`config.mk`:
```
export PLATFORM = sky130hd
export DESIGN_NAME = supply_monitor_flag_logic
export DESIGN_NICKNAME = d
export VERILOG_FILES = /design/src/hw/supply_monitor_pkg.sv /design/src/hw/supply_monitor_flag_logic.sv /design/src/hw/glitch_filter.sv
export VERILOG_INCLUDE_DIRS = /design/src /design/src/hw
export SDC_FILE = /design/constraint.sdc
export NUM_CORES = 1
export LEC_CHECK = 0
export ABC_AREA = 1
export BUFFER_PORTS_ARGS = -buffer_cell sky130_fd_sc_hd__buf_2
export CAP_MARGIN = 20
export CORE_MARGIN = 2
export CORE_UTILIZATION = 45
export DETAILED_ROUTE_END_ITERATION = 12
export GPL_TIMING_DRIVEN = 0
export PLACE_DENSITY = 0.75
export SYNTH_ARGS = -nofsm -noshare
export SYNTH_HDL_FRONTEND = slang
export SYNTH_SLANG_ARGS = --single-unit
```
`constraint.sdc`:
```
create_clock -name clk -period 1.5 [get_ports clk]
set_clock_uncertainty 0.05 [all_clocks]
set_input_delay 0.225 -clock clk [delete_from_list [all_inputs] [get_ports clk]]
set_output_delay 0.225 -clock clk [all_outputs]
set_load 0.02 [all_outputs]
```
`src/hw/supply_monitor_map.svh`:
```
`ifndef SUPPLY_MONITOR_MAP_SVH
`define SUPPLY_MONITOR_MAP_SVH

`define SMC_ADDR          8'hDF
`define SMC_RESET         8'hDE
`define SMC_DIG_OK_BIT    7
`define SMC_ANA_OK_BIT    6
`define SMC_LOW_FLAG_BIT  5
`define SMC_DIG_TRIP_HI   4
`define SMC_DIG_TRIP_LO   3
`define SMC_ANA_TRIP_HI   2
`define SMC_ANA_TRIP_LO   1
`define SMC_ON_BIT        0
`define CLEAR_DELAY_MS    250
`define REF_CLK_HZ        32768
`define CLEAR_DELAY_TICKS ((`CLEAR_DELAY_MS * `REF_CLK_HZ) / 1000)
`define GLITCH_FILTER_CYC 8

`endif

```
`src/hw/supply_monitor_pkg.sv`:
```
package supply_monitor_pkg;

  typedef enum logic [1:0] {
    TRIP_4V63 = 2'h0,
    TRIP_3V08 = 2'h1,
    TRIP_2V93 = 2'h2,
    TRIP_2V63 = 2'h3
  } trip_sel_t;

  typedef struct packed {
    trip_sel_t digital_trip;
    trip_sel_t analog_trip;
    logic      supply_monitor_on;
  } monitor_cfg_t;

  typedef struct packed {
    logic [7:0] addr;
    logic [7:0] wdata;
    logic       wr;
    logic       rd;
  } sfr_req_t;

  typedef enum logic [1:0] {
    ST_IDLE  = 2'h0,
    ST_LOW   = 2'h1,
    ST_DELAY = 2'h3
  } flag_state_t;

endpackage : supply_monitor_pkg

```
`src/hw/supply_monitor_flag_logic.sv`:
```
// Operation
// - Two bits choose digital supply trip point
// - Two bits choose analog supply trip point
// - Bit 7 reads digital comparator state
// - Bit 6 reads analog comparator state
// - Either comparator low sets flag bit 5
// - Flag set by a low supply clears after 250 ms good supplies
// - Software clear refused while comparator low
// - Bit 0 enables or disables the monitor
// - Interrupt forwarded only when irq_enable_priority_two is high
// - Comparator glitches are filtered out
`timescale 1ns/1ns
`include "supply_monitor_map.svh"

module supply_monitor_flag_logic #(
  parameter int DELAY_TICKS = `CLEAR_DELAY_TICKS,
  parameter int FILTER_CYC  = `GLITCH_FILTER_CYC
) (
  input  wire logic                         clk,
  input  wire logic                         rst_b,
  input  wire supply_monitor_pkg::sfr_req_t sfr_req,
  output logic [7:0]                        sfr_rdata,
  input  wire logic                         digital_supply_ok_raw,
  input  wire logic                         analog_supply_ok_raw,
  input  wire logic                         ref_tick_raw,
  input  wire logic                         irq_enable_priority_two,
  output logic [1:0]                        digital_trip_sel,
  output logic [1:0]                        analog_trip_sel,
  output logic                              supply_monitor_on,
  output logic                              low_supply_irq
);

  localparam int DW = $clog2(DELAY_TICKS + 1);

  logic                             rst_meta_b;
  logic                             rst_sync_b;
  logic                             digital_supply_ok;
  logic                             analog_supply_ok;
  logic                             tick_a;
  logic                             tick_b;
  logic                             tick_d;
  logic                             tick_pulse;
  logic                             irq_en_a;
  logic                             irq_en_b;
  supply_monitor_pkg::monitor_cfg_t cfg;
  supply_monitor_pkg::monitor_cfg_t next_cfg;
  logic                             low_supply_flag;
  logic                             next_flag;
  supply_monitor_pkg::flag_state_t  state;
  supply_monitor_pkg::flag_state_t  next_state;
  logic [DW-1:0]                    delay_cnt;
  logic [DW-1:0]                    next_delay_cnt;
  logic [7:0]                       next_rdata;
  logic                             next_irq;
  logic                             both_ok;
  logic                             reg_wr;
  logic                             reg_rd;
  logic [1:0]                       supply_ok_raw;
  logic [1:0]                       supply_ok;

  // Reset takes hold at once but is released in step with the clock.
  always_ff @(posedge clk or negedge rst_b) begin
    if (!rst_b) begin
      rst_meta_b <= 1'b0;
      rst_sync_b <= 1'b0;
    end else begin
      rst_meta_b <= 1'b1;
      rst_sync_b <= rst_meta_b;
    end
  end

  assign supply_ok_raw = {digital_supply_ok_raw, analog_supply_ok_raw};

  // Bit 1 carries the digital supply and bit 0 the analog supply.
  generate
    for (genvar i = 0; i < 2; i++) begin : g_supply_filter
      glitch_filter #(.FILTER_CYC(FILTER_CYC)) glitch_filter_inst (
        .clk        (clk),
        .rst_sync_b (rst_sync_b),
        .raw_async  (supply_ok_raw[i]),
        .filtered   (supply_ok[i])
      );
    end
  endgenerate

  assign digital_supply_ok = supply_ok[1];
  assign analog_supply_ok  = supply_ok[0];

  // The reference tick and interrupt enable come from other domains.
  always_ff @(posedge clk or negedge rst_sync_b) begin
    if (!rst_sync_b) begin
      tick_a   <= 1'b0;
      tick_b   <= 1'b0;
      tick_d   <= 1'b0;
      irq_en_a <= 1'b0;
      irq_en_b <= 1'b0;
    end else begin
      tick_a   <= ref_tick_raw;
      tick_b   <= tick_a;
      tick_d   <= tick_b;
      irq_en_a <= irq_enable_priority_two;
      irq_en_b <= irq_en_a;
    end
  end

  // Both strobes decode the same single register address.
  function automatic logic sfr_hit(input logic [7:0] addr);
    return addr == `SMC_ADDR;
  endfunction : sfr_hit

  // A rising reference edge makes one clock-wide tick pulse.
  assign tick_pulse = tick_b & ~tick_d;
  assign reg_wr     = sfr_req.wr && sfr_hit(sfr_req.addr);
  assign reg_rd     = sfr_req.rd && sfr_hit(sfr_req.addr);
  assign both_ok    = digital_supply_ok & analog_supply_ok;

  // Only the trip and enable fields live here; the flag has its own logic.
  always_comb begin
    next_cfg = cfg;
    if (reg_wr) begin
      next_cfg.digital_trip = supply_monitor_pkg::trip_sel_t'(
        {sfr_req.wdata[`SMC_DIG_TRIP_HI], sfr_req.wdata[`SMC_DIG_TRIP_LO]});
      next_cfg.analog_trip = supply_monitor_pkg::trip_sel_t'(
        {sfr_req.wdata[`SMC_ANA_TRIP_HI], sfr_req.wdata[`SMC_ANA_TRIP_LO]});
      next_cfg.supply_monitor_on = sfr_req.wdata[`SMC_ON_BIT];
    end
  end

  // Flag state: hardware set wins over any software clear.
  always_comb begin
    next_flag      = low_supply_flag;
    next_state     = state;
    next_delay_cnt = delay_cnt;
    // While the monitor is off only software moves the flag.
    if (!cfg.supply_monitor_on) begin
      next_state     = supply_monitor_pkg::ST_IDLE;
      next_delay_cnt = '0;
      if (reg_wr) begin
        next_flag = sfr_req.wdata[`SMC_LOW_FLAG_BIT];
      end
    end else if (!both_ok) begin
      next_flag      = 1'b1;
      next_state     = supply_monitor_pkg::ST_LOW;
      next_delay_cnt = '0;
    end else begin
      unique case (state)
        supply_monitor_pkg::ST_IDLE: begin
          // A flag that software sets here waits for software to clear it.
        end
        supply_monitor_pkg::ST_LOW: begin
          next_state     = supply_monitor_pkg::ST_DELAY;
          next_delay_cnt = '0;
        end
        supply_monitor_pkg::ST_DELAY: begin
          if (tick_pulse) begin
            if (delay_cnt == DW'(DELAY_TICKS - 1)) begin
              next_flag      = 1'b0;
              next_state     = supply_monitor_pkg::ST_IDLE;
              next_delay_cnt = '0;
            end else begin
              next_delay_cnt = delay_cnt + DW'(1);
            end
          end
        end
        default: begin
          next_state = supply_monitor_pkg::ST_IDLE;
        end
      endcase
      // A software write of 1 wins over the timer clear in the same cycle.
      if (reg_wr) begin
        next_flag = sfr_req.wdata[`SMC_LOW_FLAG_BIT];
      end
    end
  end

  // Read data is captured on a read and stands until the next read.
  always_comb begin
    next_rdata = sfr_rdata;
    if (reg_rd) begin
      next_rdata = {digital_supply_ok, analog_supply_ok, low_supply_flag,
                    cfg.digital_trip, cfg.analog_trip, cfg.supply_monitor_on};
    end
    next_irq = low_supply_flag & irq_en_b;
  end

  always_ff @(posedge clk or negedge rst_sync_b) begin
    if (!rst_sync_b) begin
      // The reset value leaves the monitor off with the lowest trip points.
      cfg             <= supply_monitor_pkg::monitor_cfg_t'(5'(`SMC_RESET));
      low_supply_flag <= 1'(`SMC_RESET >> `SMC_LOW_FLAG_BIT);
      state           <= supply_monitor_pkg::ST_IDLE;
      delay_cnt       <= '0;
      sfr_rdata       <= 8'h00;
      low_supply_irq  <= 1'b0;
    end else begin
      cfg             <= next_cfg;
      low_supply_flag <= next_flag;
      state           <= next_state;
      delay_cnt       <= next_delay_cnt;
      sfr_rdata       <= next_rdata;
      low_supply_irq  <= next_irq;
    end
  end

  // The comparator controls are registered copies of the next configuration.
  always_ff @(posedge clk or negedge rst_sync_b) begin
    if (!rst_sync_b) begin
      digital_trip_sel  <= 2'h3;
      analog_trip_sel   <= 2'h3;
      supply_monitor_on <= 1'b0;
    end else begin
      digital_trip_sel  <= next_cfg.digital_trip;
      analog_trip_sel   <= next_cfg.analog_trip;
      supply_monitor_on <= next_cfg.supply_monitor_on;
    end
  end

endmodule : supply_monitor_flag_logic

```
`src/hw/glitch_filter.sv`:
```
`timescale 1ns/1ns
`include "supply_monitor_map.svh"

module glitch_filter #(
  parameter int FILTER_CYC = `GLITCH_FILTER_CYC
) (
  input  wire logic clk,
  input  wire logic rst_sync_b,
  input  wire logic raw_async,
  output logic      filtered
);

  localparam int CW = $clog2(FILTER_CYC + 1);

  logic          sync_a;
  logic          sync_b;
  logic [CW-1:0] count;
  logic [CW-1:0] next_count;
  logic          next_filtered;

  // Two-flop synchroniser; only the second stage is read by logic.
  always_ff @(posedge clk or negedge rst_sync_b) begin
    if (!rst_sync_b) begin
      sync_a <= 1'b1;
      sync_b <= 1'b1;
    end else begin
      sync_a <= raw_async;
      sync_b <= sync_a;
    end
  end

  // The output follows only after the input held steady for FILTER_CYC cycles.
  always_comb begin
    next_count    = count;
    next_filtered = filtered;
    if (sync_b == filtered) begin
      next_count = '0;
    end else if (count == CW'(FILTER_CYC - 1)) begin
      next_count    = '0;
      next_filtered = sync_b;
    end else begin
      next_count = count + CW'(1);
    end
  end

  always_ff @(posedge clk or negedge rst_sync_b) begin
    if (!rst_sync_b) begin
      count    <= '0;
      filtered <= 1'b1;
    end else begin
      count    <= next_count;
      filtered <= next_filtered;
    end
  end

endmodule : glitch_filter

```
==> flow_summary.json <==
{
  "synthFlopType": "dfrtp_1",
  "synth_commonest_cells": "nand2_1, dfrtp_1, nor2_1",
  "async_flop_share_pct": 100,
  "end_kind": "flip-flop",
  "ys_warn_count": 0,
  "synth_area_um2": 2380,
  "synth_cell_types": 30,
  "syn_inst": 256,
  "pin_count": 38,
  "dieHeight_um": 76.7,
  "failed_checks": "negative setup slack",
  "drv_cap": 0,
  "final_util_pct": 58.5,
  "final_hold_viol_count": 0,
  "track_usage_pct": 16.8,
  "clock_path_buffers": 2,
  "setup_ws_ns": -0.0200,
  "route.detailed.wl_per_inst_um": 12.2,
  "hold_path.class": "in -> reg",
  "drt-total-wl_um": 4730,
  "grt_max_degree": 51,
  "synth.avg_cell_area_um2": 9.30,
  "power_w": 0.00284,
  "setup_viol": 4,
  "slew_viol_final": 0,
  "dieArea_um2": 5890,
  "post-route-drc-count": 0,
  "pwr-share-comb_pct": 12.9,
  "clkTransAtPathRegs_ns": 0.10,
  "ys_ff_latch": 52,
  "synth_top_area_share_pct": 44.2,
  "gr-total-overflow": 0,
  "synth-edff-count": 0,
  "power_density_nw_per_um2": 950,
  "cp_slowest_stage_delay_ns": 0.57,
  "grt_pass1_vias": 1825,
  "synth.most_common_cell": "nand2_1",
  "die_x_um": 76.7,
  "p_switching_w": 0.000769,
  "layout-drive-gt1-share_pct": 34.9,
  "fmax_mhz": 658,
  "cts.sinks": 52,
  "cts_made_buffers": 5,
  "cp_slowest_cell": "dfstp_2",
  "cts_tree": "yes",
  "grt_pass1_wl_um": 8070,
  "intPower_w": 0.00207,
  "rows": 26,
  "clk_latency_ns": 0.31,
  "final_nets": 344,
  "p_leak_nw": 1.44,
  "numPortBuffers": 35,
  "drtIter0Drc": 63,
  "finalCritPeriodShare_pct": 101,
  "place_hpwl_um": 3160,
  "ant_nets": 0,
  "path_buf_inv": 1,
  "arrival_ns": 1.68,
  "critPathRequiredTime_ns": 1.66,
  "core-area_um2": 5110,
  "htree_levels": 2,
  "antenna_found_initial": 0,
  "areaGrowthSynthToFinish_pct": 25.6,
  "max-vdd-ir-drop_v": 0.000559,
  "worstSetupPathType": "reg -> reg",
  "power_frac_seq_pct": 57.7,
  "gp_congestion": 0.919,
  "outcome": "complete, but fails checks",
  "finalNonFillerCells": 388,
  "vias_per_cell": 4.81,
  "pwr-share-clk_pct": 29.3,
  "diodes": 0,
  "tns_ns": -0.0294,
  "worstPathMaxFanout": 6,
  "synthTopCellsByArea": "dfrtp_1, dfstp_2, nand2_1",
  "path_cells": "nand2_4, nor2_4, nand3_4, nand2_8, buf_6, o21bai_1, nand2_1, nor2_2",
  "yosys.area.top_type": "dfrtp_1",
  "finalCriticalPeriod_ns": 1.52,
  "rsz0062_at_grt": "true",
  "switching_share_pct": 27.1,
  "seq_area_frac_synth_pct": 55.2,
  "syn_nets": 283,
  "firstDrtPassIters": 4,
  "path_delay_family": "simple AND/OR/NAND/NOR gates",
  "start_util_pct": 46.6,
  "cp-start-kind": "flip-flop",
  "dp.cells": 361,
  "cts-root-buf": "clkbuf_8",
  "via_count": 1867
}
[worst register-to-register path, delay by kind of cell, from the launching register on]
family,cells,cell delay [ns]
buf+inv,1,0.12
simple gates,6,0.62
flops,1,0.57
compound gates,1,0.06
[cell usage in the layout, fill, tap and decap left out, types with 4 or more instances in the layout]
cell / synthesis / layout
nand2_1: 63 / 61
dfrtp_1: 42 / 40
buf_2: 0 / 36
nor2_1: 39 / 33
inv_1: 22 / 20
nand3_1: 17 / 15
mux2_2: 12 / 12
buf_4: 0 / 11
dfstp_2: 10 / 10
o21ai_0: 9 / 7
nor2_2: 2 / 6
nand4_1: 6 / 6
clkbuf_8: 0 / 5
dlygate4sd3_1: 0 / 5
inv_2: 2 / 4
[path summary, 6_finish.rpt]
kind / end / slack [ns] / depth (start not counted) / startpoint
min in group asynchronous: rst_sync_b / 0.18 / 2 / rst_b
max reg2reg: delay_cnt[4] / -0.02 / 8 / g_supply_filter[0].glitch_filter_inst.filtered
min reg2reg: delay_cnt[12] / 0.19 / 0 / rst_sync_b
max in group asynchronous: analog_trip_sel[0] / 0.63 / 1 / rst_sync_b
max: delay_cnt[4] / -0.02 / 8 / g_supply_filter[0].glitch_filter_inst.filtered
min: digital_trip_sel[1] / 0.09 / 2 / sfr_req[6]
[kinds of logic after synthesis]
| group | count (synthesis) | share of synthesized area (%) |
|---|---|---|
| AND/OR/NAND/NOR | 138 | 26.2 |
| flip-flops | 52 | 55.2 |
| buffers and inverters | 26 | 4.52 |
| AO/OA/AOI/OAI | 18 | 4.42 |
| multiplexers | 12 | 5.68 |
| XOR/XNOR | 6 | 2.21 |
| adder cells (fa/ha/maj) | 3 | 1.58 |
| other | 1 | 0.158 |
[flip-flops by register name, summed over array words and instances, names as in the netlist]
| name | count |
|---|---|
| g_supply_filter.glitch_filter_inst.sync_b | 2 |
| tick_a | 1 |
| analog_trip_sel | 2 |
| state | 2 |
| rst_sync_b | 1 |
| irq_en_b | 1 |
| low_supply_flag | 1 |
| sfr_rdata | 8 |
| tick_d | 1 |
| delay_cnt | 14 |
| supply_monitor_on | 1 |
| g_supply_filter.glitch_filter_inst.count | 8 |
| irq_en_a | 1 |
| g_supply_filter.glitch_filter_inst.sync_a | 2 |
| rst_meta_b | 1 |
| g_supply_filter.glitch_filter_inst.filtered | 2 |
| digital_trip_sel | 2 |
| low_supply_irq | 1 |
| tick_b | 1 |
[power by group through the flow]
| stage | combinational [W] | clock [W] | sequential [W] |
|---|---|---|---|
| 3_3_place_gp | 0.000272 | 0 | 0.00168 |
| 2_1_floorplan | 0.000197 | 0 | 0.00167 |
| 5_1_grt | 0.000414 | 0.000911 | 0.00166 |
| 3_5_place_dp | 0.000279 | 0 | 0.00169 |
| 6_report | 0.000367 | 0.000833 | 0.00164 |
| 4_1_cts | 0.000342 | 0.000862 | 0.00165 |
[metrics by stage]
step | hold WS, ns | area, µm² | setup WS (ns)
CTS | 0.0803 | 2880 | -0.0467
floorplan | -0.121 | 2380 | 0.0882
global placement | -0.0397 | 2640 | -0.130
finish | 0.0917 | 2990 | -0.0200
global route | 0.0886 | 2990 | -0.122
detailed placement | -0.0373 | 2640 | -0.152
[cell type report]
type	count	area (µm²)
clock buffers	5	68.8
clock inverters	3	27.5
plain buffers	1	11.3
multi-input cells	178	1030
well taps	70	87.6
inverters	25	98.8
repair buffers	54	344
flip-flops and latches	52	1320
fillers	440	2120
[routing by layer]
| metal | share of wire [%] | vias to the layer above | global-route usage [%] |
|---|---|---|---|
| met4 | 2.9 | 0 | 6.91 |
| met2 | 50 | 27 | 26.6 |
| met1 | 44 | 891 | 22.4 |
| met5 | 0 | - | 0 |
| met3 | 2.7 | 13 | 4.00 |
| li1 | - | 936 | - |
[repair_timing]
item	CTS	global route
setup endpoints to repair	15	17
gates resized for setup	9	16
endpoints found under the hold margin	6	0
pin swaps	7	14
buffers inserted	7	5
gates cloned	1	0
hold buffers	5	0
Note: power is estimated with default switching activity, not from simulation.
